$ cat src/verilog/fib_map.svh
`ifndef FIB_MAP_SVH
`define FIB_MAP_SVH

// register indices on the plain register port
`define FIB_REG_ADDR_HIGH    4'h0
`define FIB_REG_ADDR_LOW     4'h1
`define FIB_REG_READ_BYTE    4'h2
`define FIB_REG_WRITE_BYTE   4'h3
`define FIB_REG_PULSE_TIMING 4'h4
`define FIB_REG_CONTROL      4'h5
`define FIB_REG_STATUS       4'h6
`define FIB_REG_OPTION       4'h7

// control register command bits
`define FIB_CTL_READ         0
`define FIB_CTL_WRITE        1
`define FIB_CTL_PAGE_ERASE   2
`define FIB_CTL_MASS_ERASE   3
`define FIB_CTL_EXIT         4
`define FIB_CTL_AUTO_INC     5

// status register bits
`define FIB_STS_BUSY         0
`define FIB_STS_REFUSED      1
`define FIB_STS_TIMING_OK    2
`define FIB_STS_BOOT_ROM     3
`define FIB_STS_FORCED       4

// option byte fields
`define FIB_OPT_BOOT_SRC     0
`define FIB_OPT_SECURITY     5

// reset and fixed values
`define FIB_ADDR_RST         8'h00
`define FIB_PULSE_RST        8'h00
`define FIB_READ_SECURED     8'hFF
`define FIB_ZERO_BYTE        8'h00
`define FIB_RESET_VECTOR     16'h0000
`define FIB_BOOT_ROM_BYTES   17'h00400

// forced-entry key, shifted least significant bit first
`define FIB_KEY_VALUE        24'h5E38AC
`define FIB_KEY_BITS         5'd24

// timing
`define FIB_CLK_MHZ          200
`define FIB_PULSE_UNIT_NS    40
`define FIB_PULSE_UNIT_CYC   ((`FIB_PULSE_UNIT_NS * `FIB_CLK_MHZ + 999) / 1000)
`define FIB_EXIT_RST_NS      100
`define FIB_EXIT_RST_CYC     ((`FIB_EXIT_RST_NS * `FIB_CLK_MHZ + 999) / 1000)

`endif

$ cat src/verilog/fib_pkg.sv
package fib_pkg;

  typedef struct packed {
    logic [15:0] addr;
    logic [7:0]  wdata;
    logic        rd;
    logic        wr;
    logic        page_erase;
    logic        mass_erase;
  } fib_flash_req_t;

  typedef struct packed {
    logic        from_rom;
    logic        forced;
    logic [15:0] vector;
  } fib_boot_t;

  typedef enum logic [2:0] {
    FIB_IDLE,
    FIB_READ,
    FIB_READ_CAP,
    FIB_PULSE,
    FIB_EXIT
  } fib_state_t;

endpackage : fib_pkg

$ cat src/verilog/fib_isp_ctrl.sv
// Operation
// - option boot bit 0 (erased) starts the core in boot ROM after reset.
// - option boot bit 1 starts the core at flash address 0000.
// - boot ROM code watches the serial port and drives flash commands here.
// - boot ROM region spans 1K bytes, routine plus monitor code.
// - flash byte address is high register bits 15:8, low register bits 7:0.
// - both address registers clear to 00 on reset.
// - a flash read stores its byte in the read data register.
// - a write programs the write data register at the addressed location.
// - read and write data registers are reachable only from on-chip code.
// - write and erase pulse width comes from the pulse timing register.
// - a 24-bit key, LSB first, shifted in during reset is detected.
// - a valid key forces boot ROM start at 0000 regardless of boot bit.
// - supports byte read, write, page/mass erase, bursts, option read.
// - exit command resets the core; boot bit then picks flash or boot ROM.
// - boot source select is option bit 0: 1 flash, 0 boot ROM.
// - secured in boot ROM: reads give FF, writes and page erases refused.
// - mass erase allowed under security and clears the option byte.
//
// Local design decisions: the address-and-strobe port and the address map.
`include "fib_map.svh"

module fib_isp_ctrl
  import fib_pkg::*;
(
  input  wire logic                clk_sys_i,
  input  wire logic                sys_rst_i,
  input  wire logic                ext_rst_n_i,
  input  wire logic                forced_entry_data_pin_i,
  input  wire logic                forced_entry_clock_pin_i,
  input  wire logic [3:0]          reg_addr_i,
  input  wire logic [7:0]          reg_wdata_i,
  input  wire logic                reg_wr_i,
  input  wire logic                reg_rd_i,
  output logic      [7:0]          reg_rdata_o,
  input  wire logic [7:0]          option_byte_i,
  input  wire logic [7:0]          flash_rdata_i,
  output fib_pkg::fib_flash_req_t  flash_req_o,
  input  wire logic [15:0]         fetch_addr_i,
  output logic                     fetch_from_rom_o,
  output logic                     core_rst_o,
  output fib_pkg::fib_boot_t       boot_o
);
  import fib_pkg::*;

  // ---------------------------------------------------------------
  // state
  // ---------------------------------------------------------------
  fib_state_t  state_r;
  logic [7:0]  flash_addr_high_r;
  logic [7:0]  flash_addr_low_r;
  logic [7:0]  flash_read_byte_r;
  logic [7:0]  flash_write_byte_r;
  logic [7:0]  pulse_timing_reg_r;
  logic        timing_loaded_r;
  logic        refused_r;
  logic        auto_inc_r;
  logic [7:0]  option_r;
  logic [15:0] pulse_cnt_r;
  logic [7:0]  exit_cnt_r;
  logic        core_rst_r;
  logic        core_rst_prev_r;
  logic        forced_r;
  logic        key_match;
  logic        boot_rom;
  logic        secured;
  logic        ctl_wr;
  logic        op_go;
  logic        op_read;
  logic        op_write;
  logic        op_page;
  logic        op_mass;
  logic        op_exit;
  logic        pulse_ok;
  logic        pulse_done;
  logic [15:0] pulse_len;
  logic [15:0] flash_addr;
  logic        release_evt;

  assign flash_addr  = {flash_addr_high_r, flash_addr_low_r};
  assign boot_rom    = boot_o.from_rom;
  assign secured     = option_r[`FIB_OPT_SECURITY] && boot_rom;
  assign ctl_wr      = reg_wr_i && (reg_addr_i == `FIB_REG_CONTROL);
  assign op_go       = ctl_wr && (state_r == FIB_IDLE);
  assign op_read     = op_go && reg_wdata_i[`FIB_CTL_READ];
  assign op_write    = op_go && reg_wdata_i[`FIB_CTL_WRITE];
  assign op_page     = op_go && reg_wdata_i[`FIB_CTL_PAGE_ERASE];
  assign op_mass     = op_go && reg_wdata_i[`FIB_CTL_MASS_ERASE];
  assign op_exit     = op_go && reg_wdata_i[`FIB_CTL_EXIT];
  // refuse programming without timing, and byte writes and page erases under security
  assign pulse_ok    = timing_loaded_r &&
                       (op_mass || !secured);
  assign pulse_len   = ({8'h00, pulse_timing_reg_r} + 16'h0001) *
                       16'(`FIB_PULSE_UNIT_CYC);
  assign pulse_done  = (pulse_cnt_r == 16'h0001);
  assign release_evt = core_rst_prev_r && !core_rst_r;

  // ---------------------------------------------------------------
  // forced boot ROM entry
  // ---------------------------------------------------------------
  fib_key_det u_key_det (
    .clk_sys_i  (clk_sys_i),
    .sys_rst_i  (sys_rst_i),
    .arm_i      (!ext_rst_n_i),
    .key_data_i (forced_entry_data_pin_i),
    .key_clk_i  (forced_entry_clock_pin_i),
    .match_o    (key_match)
  );

  // a match is held until the core leaves reset and consumes it
  always_ff @(posedge clk_sys_i) begin
    if (sys_rst_i) begin
      forced_r <= 1'b0;
    end else if (key_match) begin
      forced_r <= 1'b1;
    end else if (release_evt) begin
      forced_r <= 1'b0;
    end
  end

  // ---------------------------------------------------------------
  // core reset and boot source selection
  // ---------------------------------------------------------------
  always_ff @(posedge clk_sys_i) begin
    if (sys_rst_i) begin
      core_rst_r      <= 1'b1;
      core_rst_prev_r <= 1'b1;
    end else begin
      core_rst_r      <= !ext_rst_n_i || (state_r == FIB_EXIT);
      core_rst_prev_r <= core_rst_r;
    end
  end
  assign core_rst_o = core_rst_r;

  // option byte is sampled while the core is held in reset so a
  // byte reprogrammed by the previous session takes effect now
  always_ff @(posedge clk_sys_i) begin
    if (sys_rst_i) begin
      option_r <= `FIB_ZERO_BYTE;
    end else if (state_r == FIB_PULSE && pulse_done &&
                 flash_req_o.mass_erase) begin
      option_r <= `FIB_ZERO_BYTE;
    end else if (core_rst_r) begin
      option_r <= option_byte_i;
    end
  end

  always_ff @(posedge clk_sys_i) begin
    if (sys_rst_i) begin
      boot_o.from_rom <= 1'b1;
      boot_o.forced   <= 1'b0;
      boot_o.vector   <= `FIB_RESET_VECTOR;
    end else if (release_evt) begin
      // erased option reads 0 and lands in boot ROM
      boot_o.from_rom <= forced_r ||
                         !option_r[`FIB_OPT_BOOT_SRC];
      boot_o.forced   <= forced_r;
      boot_o.vector   <= `FIB_RESET_VECTOR;
    end
  end

  // boot ROM answers only the low 1K of the fetch space
  assign fetch_from_rom_o = boot_rom &&
                            ({1'b0, fetch_addr_i} < `FIB_BOOT_ROM_BYTES);

  // ---------------------------------------------------------------
  // address registers
  // ---------------------------------------------------------------
  always_ff @(posedge clk_sys_i) begin
    if (sys_rst_i) begin
      flash_addr_high_r <= `FIB_ADDR_RST;
      flash_addr_low_r  <= `FIB_ADDR_RST;
    end else if (auto_inc_r && state_r == FIB_READ_CAP ||
                 auto_inc_r && state_r == FIB_PULSE && pulse_done &&
                 flash_req_o.wr) begin
      {flash_addr_high_r, flash_addr_low_r} <= flash_addr + 16'h0001;
    end else if (reg_wr_i && state_r == FIB_IDLE) begin
      // held during an operation so a stray write cannot move it
      if (reg_addr_i == `FIB_REG_ADDR_HIGH) begin
        flash_addr_high_r <= reg_wdata_i;
      end
      if (reg_addr_i == `FIB_REG_ADDR_LOW) begin
        flash_addr_low_r <= reg_wdata_i;
      end
    end
  end

  // ---------------------------------------------------------------
  // data and timing registers (on-chip port only)
  // ---------------------------------------------------------------
  always_ff @(posedge clk_sys_i) begin
    if (reg_wr_i && reg_addr_i == `FIB_REG_WRITE_BYTE) begin
      flash_write_byte_r <= reg_wdata_i;
    end
  end

  always_ff @(posedge clk_sys_i) begin
    if (state_r == FIB_READ_CAP) begin
      flash_read_byte_r <= secured ? `FIB_READ_SECURED
                                   : flash_rdata_i;
    end
  end

  always_ff @(posedge clk_sys_i) begin
    if (sys_rst_i) begin
      pulse_timing_reg_r <= `FIB_PULSE_RST;
      timing_loaded_r    <= 1'b0;
    end else if (reg_wr_i && reg_addr_i == `FIB_REG_PULSE_TIMING &&
                 state_r == FIB_IDLE) begin
      pulse_timing_reg_r <= reg_wdata_i;
      timing_loaded_r    <= 1'b1;
    end
  end

  // refusal flag: set wins over the clear by a control write
  always_ff @(posedge clk_sys_i) begin
    if (sys_rst_i) begin
      refused_r <= 1'b0;
    end else if ((op_write || op_page || op_mass) && !pulse_ok) begin
      refused_r <= 1'b1;
    end else if (ctl_wr) begin
      refused_r <= 1'b0;
    end
  end

  // ---------------------------------------------------------------
  // operation sequencer
  // ---------------------------------------------------------------
  always_ff @(posedge clk_sys_i) begin
    if (sys_rst_i) begin
      state_r     <= FIB_IDLE;
      pulse_cnt_r <= 16'h0000;
      exit_cnt_r  <= 8'h00;
      auto_inc_r  <= 1'b0;
      flash_req_o <= '0;
    end else begin
      unique case (state_r)
        FIB_IDLE: begin
          flash_req_o.addr  <= flash_addr;
          flash_req_o.wdata <= flash_write_byte_r;
          auto_inc_r        <= reg_wdata_i[`FIB_CTL_AUTO_INC];
          // one command per write; exit outranks the rest
          if (op_exit) begin
            exit_cnt_r <= 8'(`FIB_EXIT_RST_CYC);
            state_r    <= FIB_EXIT;
          end else if (op_read) begin
            flash_req_o.rd <= 1'b1;
            state_r        <= FIB_READ;
          end else if ((op_write || op_page || op_mass) && pulse_ok) begin
            flash_req_o.mass_erase <= op_mass;
            flash_req_o.page_erase <= op_page && !op_mass;
            flash_req_o.wr         <= op_write && !op_page &&
                                      !op_mass;
            pulse_cnt_r            <= pulse_len;
            state_r                <= FIB_PULSE;
          end
        end
        FIB_READ: begin
          flash_req_o.rd <= 1'b0;
          state_r        <= FIB_READ_CAP;
        end
        FIB_READ_CAP: begin
          state_r <= FIB_IDLE;
        end
        FIB_PULSE: begin
          pulse_cnt_r <= pulse_cnt_r - 16'h0001;
          if (pulse_done) begin
            flash_req_o.wr         <= 1'b0;
            flash_req_o.page_erase <= 1'b0;
            flash_req_o.mass_erase <= 1'b0;
            state_r                <= FIB_IDLE;
          end
        end
        FIB_EXIT: begin
          exit_cnt_r <= exit_cnt_r - 8'h01;
          if (exit_cnt_r == 8'h01) begin
            state_r <= FIB_IDLE;
          end
        end
      endcase
    end
  end

  // ---------------------------------------------------------------
  // register read port
  // ---------------------------------------------------------------
  always_ff @(posedge clk_sys_i) begin
    if (sys_rst_i) begin
      reg_rdata_o <= `FIB_ZERO_BYTE;
    end else if (reg_rd_i) begin
      unique case (reg_addr_i)
        `FIB_REG_ADDR_HIGH:    reg_rdata_o <= flash_addr_high_r;
        `FIB_REG_ADDR_LOW:     reg_rdata_o <= flash_addr_low_r;
        `FIB_REG_READ_BYTE:    reg_rdata_o <= flash_read_byte_r;
        `FIB_REG_WRITE_BYTE:   reg_rdata_o <= flash_write_byte_r;
        `FIB_REG_PULSE_TIMING: reg_rdata_o <= pulse_timing_reg_r;
        `FIB_REG_STATUS: begin
          reg_rdata_o <= `FIB_ZERO_BYTE;
          reg_rdata_o[`FIB_STS_BUSY]      <= (state_r != FIB_IDLE);
          reg_rdata_o[`FIB_STS_REFUSED]   <= refused_r;
          reg_rdata_o[`FIB_STS_TIMING_OK] <= timing_loaded_r;
          reg_rdata_o[`FIB_STS_BOOT_ROM]  <= boot_rom;
          reg_rdata_o[`FIB_STS_FORCED]    <= boot_o.forced;
        end
        `FIB_REG_OPTION:       reg_rdata_o <= option_r;
        default:               reg_rdata_o <= `FIB_ZERO_BYTE;
      endcase
    end
  end

endmodule : fib_isp_ctrl

$ cat src/verilog/fib_key_det.sv
`include "fib_map.svh"

module fib_key_det (
  input  wire logic clk_sys_i,
  input  wire logic sys_rst_i,
  input  wire logic arm_i,
  input  wire logic key_data_i,
  input  wire logic key_clk_i,
  output logic      match_o
);

  logic [23:0] shift_r;
  logic [4:0]  count_r;
  logic        key_clk_r;
  logic        rise;

  assign rise = key_clk_i & ~key_clk_r;

  always_ff @(posedge clk_sys_i) begin
    if (sys_rst_i) begin
      // follow the pin so an idle-high clock gives no false edge
      key_clk_r <= key_clk_i;
    end else begin
      key_clk_r <= key_clk_i;
    end
  end

  // bits enter at the top so the first bit ends in bit 0
  always_ff @(posedge clk_sys_i) begin
    if (sys_rst_i || !arm_i) begin
      shift_r <= 24'h000000;
      count_r <= 5'h00;
    end else if (rise) begin
      shift_r <= {key_data_i, shift_r[23:1]};
      if (count_r != `FIB_KEY_BITS) begin
        count_r <= count_r + 5'h01;
      end
    end
  end

  // exact match of all 24 bits, only while armed
  assign match_o = arm_i && (count_r == `FIB_KEY_BITS) &&
                   (shift_r == `FIB_KEY_VALUE);

endmodule : fib_key_det

$ cat config.mk
export PLATFORM = sky130hd
export DESIGN_NAME = fib_isp_ctrl
export DESIGN_NICKNAME = d
export VERILOG_FILES = /design/src/verilog/fib_pkg.sv /design/src/verilog/fib_isp_ctrl.sv /design/src/verilog/fib_key_det.sv
export VERILOG_INCLUDE_DIRS = /design/src /design/src/verilog
export SDC_FILE = /design/constraint.sdc
export NUM_CORES = 1
export LEC_CHECK = 0
export BUFFER_PORTS_ARGS = -buffer_cell sky130_fd_sc_hd__clkbuf_2
export CAP_MARGIN = 20
export CORE_ASPECT_RATIO = 2
export CORE_MARGIN = 1.5
export CORE_UTILIZATION = 57
export DETAILED_ROUTE_END_ITERATION = 10
export MAX_ROUTING_LAYER = met4
export PLACE_DENSITY = 0.82
export SLEW_MARGIN = 10
export SYNTH_ARGS = -nofsm -noshare
export SYNTH_HDL_FRONTEND = slang
export SYNTH_HIERARCHICAL = 1
export SYNTH_SLANG_ARGS = --single-unit
$ cat constraint.sdc
create_clock -name clk_sys_i -period 2.4 [get_ports clk_sys_i]
set_input_delay 0.48 -clock clk_sys_i [delete_from_list [all_inputs] [get_ports clk_sys_i]]
set_output_delay 0.48 -clock clk_sys_i [all_outputs]
set_load 0.02 [all_outputs]
==> run_results.csv, run 1 <==
group,metric,value,unit
logic_synthesis,async_flop_share,0,%
clock_network,hold_buffers,0,
finish,layout.cells.non_filler,1090,
floorplan,rows,58,
timing,fin_setup_tns,0,ns
setup_path,endpoint,"flash_addr_high_r[2]$_SDFFE_PP0P_",
logic_synthesis,synth_top_area_cell,"dfxtp_1",
clock_network,clk_pin_slew,0.07,ns
clock_network,cts_max_level,4,
clock_network,cts_inserted_buffers,17,
placed_design,pre_cts_ws,0.191,ns
setup_path,slowest_stage,"dfxtp_1",
status,outcome,"completed",
logic_synthesis,synthFlopType,"dfxtp_1",
setup_path,cp.arrival,2.55,ns
global_route,grt.busiest_layer,"met2",
logic_synthesis,synth_top_area_share,36.9,%
drt,vias_per_cell,6.26,
finish,finalInstanceArea,8360,um2
finish,diodes,0,
logic_synthesis,synth_cell_types,70,
setup_path,crit_type,"reg2reg",
power_and_ir_drop,p_int,4.21,mW
global_route,gr-usage-met1,29.3,%
setup_path,r2r_setup_slack,0.19,ns
setup_path,cp_data_required_time,2.75,ns
floorplan,die_area,13400,um2
clock_network,cts_max_path_buffers,2,
timing,hold_violations,0,
power_and_ir_drop,p_sw,1.41,mW
global_route,grt_max_degree,40,
drt,drc,0,
setup_path,crit_path_max_incr_delay,0.55,ns
finish,fin_nets,986,
placed_design,dp_hpwl,14.1,mm
logic_synthesis,yosysWarnings,6,
power_and_ir_drop,power.share.clock,47.3,%
drt,wl_per_cell,18.3,um
logic_synthesis,synthTopCellsByArea,"dfxtp_1, nand2_1, edfxtp_1, a21oi_1, mux2i_1",
floorplan,core_region_area,12500,um2
global_route,grt_pass1_vias,6532,
global_route,grt.total_usage,31.7,%
power_and_ir_drop,irDropWorstVdd,0.000542,V
global_route,grt_pass1_wl,31.3,mm
logic_synthesis,avgSynthCellArea,8.48,um2
placed_design,io_buffers,80,
timing,tightestPinTransition,0.764,ns
power_and_ir_drop,combPwrFrac,6.5,%
setup_path,reg2reg_to,"flash_addr_high_r[2]$_SDFFE_PP0P_",
finish,fin_util,67.0,%
drt,drt_first_pass_iters,5,
clock_network,cts_setup_buffers,0,
floorplan,die_h,162,um
setup_path,crit_chain,"nor2b_1 > nand3_1 > o22a_4 > or4_1 > a31oi_1",
floorplan,dieWidth,82.6,um
setup_path,r2r-start,"state_r[1]$_SDFFE_PP0P_",
power_and_ir_drop,switching_share,25.1,%
timing,post-route-period-util,91.9,%
min_path,hold_path.class,"in2reg",
logic_synthesis,syn_area,7210,um2
timing,whs,0.188,ns
placed_design,place_inst,1058,
logic_synthesis,synth-seq-cells,149,
timing,skew,0.00994,ns
placed_design,dpl_cell_area,7760,um2
placed_design,place_congestion,1.00,
timing,fin_ws,0.194,ns
finish,drive_gt1_share,18.2,%
timing,max_slew_margin,48.5,%
clock_network,post_cts_resized,0,
logic_synthesis,ys_seq_area_share,43.6,%
floorplan,io_pins,107,
clock_network,cts-root-buf,"clkbuf_16",
drt,route.vias.total,6819,
finish,area_growth,15.9,%
power_and_ir_drop,p_per_area,673,nW/um2
setup_path,crit_path_start_kind,"register",
setup_path,end_kind,"register",
clock_network,cts_tree,"done",
setup_path,crit_fanout,25,
global_route,antenna_found_initial,0,
global_route,grtUsageMet2,54.2,%
drt,first_iter_violations,544,
setup_path,crit_path_start,"state_r[1]$_SDFFE_PP0P_",
power_and_ir_drop,power.total,5.62,mW
floorplan,initial_core_util,57.8,%
global_route,grtUsageMet3,6.52,%
power_and_ir_drop,leakagePower,3.22,nW
drt,drt-total-wl,20.0,mm
timing,slew_viol_final,0,
logic_synthesis,synth_edf_count,16,
setup_path,reg2reg_depth,5,
power_and_ir_drop,pwr-share-seq,46.2,%
timing,finalSetupViolCount,0,
clock_network,insertion_delay,0.43,ns
timing,fmax,453,MHz
logic_synthesis,synth_cells,851,
timing,min_period,2.21,ns
drt,drtAntennaViolNets,0,
global_route,grt_overflow_total,0,
job,max_cap_violations,0,
clock_network,clkSinkCount,149,
timing,rsz0062_at_grt,"no",
worst min-delay path by stage:
stage,from,end,slack (ns),cells past startpoint
finish,forced_entry_clock_pin_i,u_key_det/key_clk_r$_DFF_P_,0.19,1
global route,forced_entry_clock_pin_i,u_key_det/key_clk_r$_DFF_P_,0.19,1
CTS,forced_entry_clock_pin_i,u_key_det/key_clk_r$_DFF_P_,0.18,1
detailed placement,refused_r$_SDFFE_PP0P_,refused_r$_SDFFE_PP0P_,0.44,2
global placement,refused_r$_SDFFE_PP0P_,refused_r$_SDFFE_PP0P_,0.43,2
floorplan,refused_r$_SDFFE_PP0P_,refused_r$_SDFFE_PP0P_,0.43,2
cells in the mapped netlist, drive strengths merged, types with 11 or more instances:
| cell | instances |
|---|---|
| inv | 14 |
| clkbuf | 30 |
| dfxtp | 133 |
| nand2b | 14 |
| nor2 | 55 |
| mux2i | 23 |
| a22oi | 11 |
| or3 | 14 |
| and2 | 11 |
| buf | 42 |
| nand3 | 35 |
| nand4 | 13 |
| o21ai | 22 |
| nand2 | 153 |
| a21oi | 80 |
| nor3 | 14 |
| edfxtp | 16 |
| a31oi | 25 |
cell families after synthesis:
family / synth area share [%]
compound gates: 17.6
xor+xnor: 1.09
fa+ha+maj: 1.39
buf+inv: 5.74
flops: 43.6
mux: 5.22
other cells: 0.0520
simple gates: 25.3
sequential cells by signal, indices dropped and copies added (netlist names), 3 cells and up:
| signal | count |
|---|---|
| flash_req_o | 28 |
| exit_cnt_r | 8 |
| reg_rdata_o | 8 |
| flash_write_byte_r | 8 |
| u_key_det/shift_r | 24 |
| pulse_timing_reg_r | 8 |
| flash_addr_high_r | 8 |
| u_key_det/count_r | 5 |
| flash_read_byte_r | 8 |
| state_r | 3 |
| pulse_cnt_r | 16 |
| option_r | 8 |
| flash_addr_low_r | 8 |
final cells by class:
type / instances / area [um2]
multi-input combinational: 630 / 3730
sequential: 149 / 3140
clock buffer: 20 / 458
fill: 1036 / 4120
tap: 150 / 188
clock inverter: 12 / 134
timing repair buffer: 114 / 656
inverter: 15 / 56.3
power groups by stage:
stage / Combinational (mW) / Clock (mW) / Sequential (mW)
after floorplan: 0.235 / 0 / 2.65
after global placement: 0.349 / 0 / 2.65
after detailed placement: 0.355 / 0 / 2.65
after CTS: 0.359 / 2.68 / 2.60
after global routing: 0.389 / 2.79 / 2.60
final: 0.364 / 2.66 / 2.60
per-layer routing:
| layer | part of all wire (%) | vias to the layer above |
|---|---|---|
| met5 | 0 | - |
| met2 | 52 | 336 |
| met1 | 33 | 3191 |
| li1 | - | 3177 |
| met4 | 8.8 | 0 |
| met3 | 6.0 | 115 |
cell usage in the layout (no fill, tap or decap), types with 12 or more instances in the layout:
cell type,Yosys,layout
dfxtp_1,133,133
clkbuf_2,0,79
a21oi_1,79,79
mux2i_1,23,23
nor3_1,12,12
inv_1,14,14
nand2_1,153,153
conb_1,1,16
o21ai_0,21,21
nand3_1,35,35
nand2b_1,14,14
nor2_1,55,55
a31oi_1,25,25
buf_4,17,34
edfxtp_1,16,16
nand4_1,12,12
or3_1,13,13
clkbuf_16,0,18
critical path, delay by kind of cell (launching register included):
| kind | cells | cell delay (ns) |
|---|---|---|
| flip-flops | 1 | 0.55 |
| AND/OR/NAND/NOR | 3 | 1.06 |
| AO/OA/AOI/OAI | 2 | 0.53 |
(Power assumes the default switching activity.)
==> run 2, diff against run 1 <==
--- a/config.mk
+++ b/config.mk
@@ -9,7 +9,7 @@
 export BUFFER_PORTS_ARGS = -buffer_cell sky130_fd_sc_hd__clkbuf_2
 export CAP_MARGIN = 20
 export CORE_ASPECT_RATIO = 2
-export CORE_MARGIN = 1.5
+export CORE_MARGIN = 2
 export CORE_UTILIZATION = 57
 export DETAILED_ROUTE_END_ITERATION = 10
 export MAX_ROUTING_LAYER = met4
==> run_results.csv, run 2 (synthesized netlist as in run 1, its figures left out) <==
group,metric,value,unit
global_route,grt_max_degree,76,
timing,fin_setup_tns,0,ns
finish,layout_common_cells,"nand2_1, dfxtp_1, a21oi_1, clkbuf_2, nor2_1",
clock_network,cts_inserted_buffers,17,
drt,wl_per_cell,17.9,um
timing,min_period,2.10,ns
finish,drive_gt1_share,18.5,%
setup_path,crit_path_start_kind,"register",
setup_path,reg2reg_depth,6,
setup_path,crit_type,"reg2reg",
finish,diodes,0,
placed_design,dp_hpwl,14.1,mm
global_route,grt_pass1_wl,31.3,mm
timing,rsz0062_at_grt,"no",
floorplan,io_pins,107,
power_and_ir_drop,irDropWorstVdd,0.000740,V
clock_network,insertion_delay,0.43,ns
timing,whs,0.189,ns
global_route,antenna_found_initial,0,
finish,area_growth,16.8,%
finish,top_register,"flash_req_o",
drt,first_iter_violations,397,
clock_network,cts-root-buf,"clkbuf_16",
status,outcome,"completed",
power_and_ir_drop,p_per_area,679,nW/um2
global_route,grt.total_usage,29.8,%
placed_design,io_buffers,80,
floorplan,core_region_area,12500,um2
finish,largest_reg_flops,28,
setup_path,reg2reg_to,"flash_addr_high_r[3]$_SDFFE_PP0P_",
floorplan,die_area,13600,um2
finish,final_common_cell,"nand2_1",
min_path,hold_depth,1,
floorplan,initial_core_util,57.8,%
min_path,hold_path.class,"in2reg",
global_route,grt_overflow_total,0,
finish,finalInstanceArea,8420,um2
timing,post-route-period-util,87.5,%
setup_path,r2r-start,"pulse_cnt_r[0]$_SDFFE_PP0P_",
power_and_ir_drop,leakagePower,3.26,nW
drt,vias_per_cell,6.19,
placed_design,place_congestion,0.999,
placed_design,dpl_cell_area,7790,um2
timing,skew,0.0140,ns
drt,drt_first_pass_iters,5,
clock_network,cts_max_level,4,
floorplan,rows,58,
drt,drt-total-wl,19.5,mm
setup_path,cp_data_required_time,2.75,ns
timing,max_slew_margin,49.4,%
drt,drtAntennaViolNets,0,
setup_path,cp.arrival,2.45,ns
timing,fmax,476,MHz
drt,route.vias.total,6753,
clock_network,cts_max_path_buffers,2,
clock_network,clk_pin_slew,0.07,ns
setup_path,crit_fanout,25,
job,max_cap_violations,0,
timing,finalSetupViolCount,0,
clock_network,cts_tree,"done",
timing,slew_viol_final,0,
floorplan,dieWidth,83.6,um
drt,drc,0,
global_route,grt_pass1_vias,6396,
timing,hold_violations,0,
min_path,min_to,"u_key_det/key_clk_r$_DFF_P_",
min_path,holdCritStartpoint,"forced_entry_clock_pin_i",
finish,reg.largest.list,"flash_req_o x28, u_key_det/shift_r x24, pulse_cnt_r x16",
floorplan,die_h,163,um
setup_path,r2r_setup_slack,0.30,ns
clock_network,clkSinkCount,149,
timing,tightestPinTransition,0.751,ns
finish,fin_util,67.5,%
finish,fin_nets,987,
setup_path,end_kind,"register",
## run 2: cell count changes in the layout (fill, tap and decap cells not counted), sizes merged
| cell | delta |
|---|---|
| buf | +1 |
| clkbuf | -2 |
| clkinv | +1 |
| inv | +1 |
## run 2: layer usage
metal  global-route usage [%]  up-vias  wire (um)  part of all wire, %
met5                        -        -          0                    0
met3                     6.87      100       1120                  5.7
met1                     28.2     3173       6640                   34
met4                     20.3        0       1400                  7.2
li1                         -     3183          -                    -
met2                     53.0      297      10400                   53
## run 2: where the power goes
part / internal, mW / leakage (nW) / switching (mW)
combinational: 0.132 / 1.73 / 0.237
clock: 1.56 / 0.307 / 1.20
sequential: 2.56 / 1.22 / 0.0414
total: 4.24 / 3.26 / 1.48
## run 2: worst max-delay path, cell delays in order, from the launching register on
cell	delay, ns
dfxtp_1	0.42
ha_1	0.17
nor4b_2	0.22
nand4_2	0.20
o22a_4	0.34
or4_1	0.52
a31oi_1	0.16
## run 2: per-stage QoR
step                      setup slack (ns)  total power, mW  instances
after floorplan                      0.333             2.88        866
after global placement               0.264             3.00       1059
after detailed placement             0.227             3.01       1059
after CTS                            0.201             5.75       1091
after global routing                0.0820             5.88       1091
final                                0.299             5.72       1091
## run 2: worst max-delay path by stage
stage               cells past startpoint                           endpoint  slack, ns                   startpoint
finish                                  6  flash_addr_high_r[3]$_SDFFE_PP0P_       0.30  pulse_cnt_r[0]$_SDFFE_PP0P_
global route                            5       pulse_cnt_r[10]$_SDFFE_PP0P_       0.08  pulse_cnt_r[3]$_SDFFE_PP0P_
floorplan                               8        pulse_cnt_r[7]$_SDFFE_PP0P_       0.33                reg_addr_i[2]
global placement                        6  flash_addr_high_r[2]$_SDFFE_PP0P_       0.26  pulse_cnt_r[0]$_SDFFE_PP0P_
detailed placement                      6  flash_addr_high_r[0]$_SDFFE_PP0P_       0.23  pulse_cnt_r[0]$_SDFFE_PP0P_
CTS                                     6  flash_addr_high_r[2]$_SDFFE_PP0P_       0.20  pulse_cnt_r[0]$_SDFFE_PP0P_
## run 2: final cells by class
| type | count | area [um2] |
|---|---|---|
| Clock inverter | 14 | 173 |
| Multi-Input combinational cell | 630 | 3730 |
| Timing Repair Buffer | 115 | 688 |
| Sequential cell | 149 | 3140 |
| Clock buffer | 18 | 450 |
| Inverter | 15 | 56.3 |
| Fill cell | 1029 | 4060 |
| Tap cell | 150 | 188 |
## run 2: repair_timing
item                       4_1_cts  5_1_grt
hold buffers                     0        0
setup buffers                    0        0
setup endpoints to repair        0        3
hold endpoints to repair         0        0
resized for setup                0        1
==> run 3, diff against run 2 <==
--- a/config.mk
+++ b/config.mk
@@ -14,8 +14,6 @@
 export DETAILED_ROUTE_END_ITERATION = 10
 export MAX_ROUTING_LAYER = met4
 export PLACE_DENSITY = 0.82
-export SLEW_MARGIN = 10
 export SYNTH_ARGS = -nofsm -noshare
 export SYNTH_HDL_FRONTEND = slang
-export SYNTH_HIERARCHICAL = 1
 export SYNTH_SLANG_ARGS = --single-unit
==> run_results.csv, run 3 <==
group,metric,value,unit
clock_network,cts_inserted_buffers,17,
timing,finalSetupViolCount,2,
finish,diodes,0,
timing,min_period,2.41,ns
logic_synthesis,synth_top_area_cell,"dfxtp_1",
clock_network,clk_pin_slew,0.06,ns
drt,drt-total-wl,21.4,mm
clock_network,cts-root-buf,"clkbuf_16",
placed_design,place_congestion,1.00,
global_route,grt_pass1_vias,6930,
logic_synthesis,yosysWarnings,0,
finish,area_growth,20.3,%
floorplan,die_area,13400,um2
logic_synthesis,synthTopCellsByArea,"dfxtp_1, nand2_1, a21oi_1, edfxtp_1, mux2i_1",
logic_synthesis,synth_edf_count,16,
power_and_ir_drop,power.total,5.51,mW
setup_path,end_kind,"register",
finish,layout_common_cells,"nand2_1, dfxtp_1, a21oi_1, clkbuf_2, buf_4",
drt,drc,0,
global_route,grt_pass1_wl,34.0,mm
clock_network,insertion_delay,0.42,ns
drt,vias_per_cell,6.22,
global_route,antenna_found_initial,0,
setup_path,crit_fanout,4,
finish,final_common_cell,"nand2_1",
setup_path,crit_type,"reg2reg",
power_and_ir_drop,irDropWorstVdd,0.000533,V
timing,fmax,415,MHz
timing,slew_viol_final,0,
drt,drt_first_pass_iters,9,
logic_synthesis,synth_most_common_cell,"nand2_1",
drt,drtAntennaViolNets,0,
placed_design,dp_hpwl,15.2,mm
clock_network,cts_max_path_buffers,2,
global_route,grt_overflow_total,0,
floorplan,rows,57,
drt,first_iter_violations,655,
timing,fin_ws,-0.0104,ns
floorplan,initial_core_util,58.6,%
floorplan,core_region_area,12100,um2
finish,fin_nets,1016,
timing,skew,0.0108,ns
setup_path,cp_data_required_time,2.76,ns
clock_network,cts_max_level,4,
status,violations,"negative setup slack",
setup_path,cp.arrival,2.77,ns
power_and_ir_drop,p_per_area,645,nW/um2
timing,whs,0.193,ns
timing,fin_setup_tns,-0.0173,ns
timing,hold_violations,0,
floorplan,die_h,162,um
placed_design,io_buffers,80,
placed_design,dpl_cell_area,7900,um2
floorplan,dieWidth,82.9,um
finish,reg.largest.list,"flash_req_o x28, u_key_det.shift_r x24, pulse_cnt_r x16",
logic_synthesis,synth-seq-cells,149,
job,max_cap_violations,0,
drt,route.vias.total,6945,
logic_synthesis,syn_area,7100,um2
logic_synthesis,synth_top_area_share,37.5,%
logic_synthesis,avgSynthCellArea,8.37,um2
timing,tightestPinTransition,0.857,ns
logic_synthesis,synth_cells,848,
clock_network,clkSinkCount,149,
finish,top_register,"flash_req_o",
logic_synthesis,synth_cell_types,64,
status,outcome,"complete, but fails checks",
clock_network,cts_tree,"done",
global_route,grt.total_usage,32.5,%
floorplan,io_pins,107,
logic_synthesis,synth_common_cells,"nand2_1, dfxtp_1, a21oi_1",
global_route,grt_max_degree,44,
logic_synthesis,async_flop_share,0,%
finish,largest_reg_flops,28,
timing,max_slew_margin,42.9,%
power_and_ir_drop,leakagePower,3.37,nW
finish,finalInstanceArea,8540,um2
logic_synthesis,synthFlopType,"dfxtp_1",
logic_synthesis,ys_seq_area_share,44.3,%
setup_path,crit_path_start_kind,"register",
min_path,hold_path.class,"in2reg",
timing,post-route-period-util,100,%
drt,wl_per_cell,19.1,um
finish,drive_gt1_share,21.4,%
timing,rsz0062_at_grt,"yes",
-- run 3: cell count changes in the layout (fill, tap and decap cells not counted), moves of 5 or more --
cell,previous run,this run
a31oi_1,25,12
a21oi_1,79,103
and2_1,11,3
nand3_1,35,28
nand2_1,153,148
o311ai_0,9,3
nor4_1,5,10
buf_4,33,62
or3_1,13,8
nor2_1,55,61
a32oi_1,1,7
-- run 3: path summary, 6_finish.rpt --
path / startpoint / endpoint / slack (ns) / cells after the start
worst min-delay path: forced_entry_clock_pin_i / u_key_det.key_clk_r$_DFF_P_ / 0.19 / 1
worst max register to register: pulse_cnt_r[9]$_SDFFE_PP0P_ / flash_addr_low_r[7]$_SDFFE_PP0P_ / -0.01 / 6
worst min register to register: flash_req_o[12]$_SDFFE_PP0N_ / flash_req_o[12]$_SDFFE_PP0N_ / 0.45 / 2
worst max-delay path: pulse_cnt_r[9]$_SDFFE_PP0P_ / flash_addr_low_r[7]$_SDFFE_PP0P_ / -0.01 / 6
-- run 3: through the flow --
stage / instances / worst slack [ns] / utilization (%)
2_1_floorplan: 863 / -0.0658 / -
3_3_place_gp: 1083 / -0.163 / 65.1
3_5_place_dp: 1083 / -0.197 / 65.1
4_1_cts: 1116 / -0.120 / 70.2
5_1_grt: 1117 / -0.0581 / 70.4
6_report: 1117 / -0.0104 / 70.4
-- run 3: layout make-up --
cell class	instances	area, um2
fill	975	3580
timing repair buffer	144	897
sequential	149	3150
inverter	18	67.6
tap	147	184
clock buffer	21	460
clock inverter	11	100
multi-input combinational	627	3680
-- run 3: timing repair --
item	in CTS	in global routing
setup endpoints to repair	11	18
gates resized for setup	9	6
pin swaps	9	9
buffers inserted	1	1
hold buffers	0	0
-- run 3: where the power goes --
group	switching (mW)	internal, mW
Combinational	0.242	0.125
Clock	1.06	1.48
Sequential	0.0401	2.55
Total	1.34	4.16
-- run 3: kinds of logic (layout without fill, tap and decap cells) --
| kind of cell | after synthesis | after routing | synth area share, % |
|---|---|---|---|
| AO/OA/AOI/OAI | 207 | 207 | 17.8 |
| XOR/XNOR | 9 | 9 | 1.11 |
| adder cells (fa/ha/maj) | 8 | 8 | 1.41 |
| buffers and inverters | 87 | 194 | 5.60 |
| flip-flops | 149 | 149 | 44.3 |
| multiplexers | 33 | 33 | 5.44 |
| other | 1 | 16 | 0.0528 |
| AND/OR/NAND/NOR | 354 | 354 | 24.3 |
-- run 3: worst max-delay path, cell delays in order, from the launching register on --
cell and delay, ns:
dfxtp_1 0.30, or4_1 0.60, or4_4 0.59, buf_4 0.18, a21oi_4 0.17, mux2_2 0.35
a21oi_1 0.15
-- run 3: layer usage --
layer / track usage (%) / wire (um) / up-vias
li1: - / - / 3216
met1: 31.5 / 7300 / 3262
met2: 56.2 / 11000 / 335
met3: 5.95 / 1270 / 132
met4: 25.9 / 1850 / 0
met5: - / 0 / -
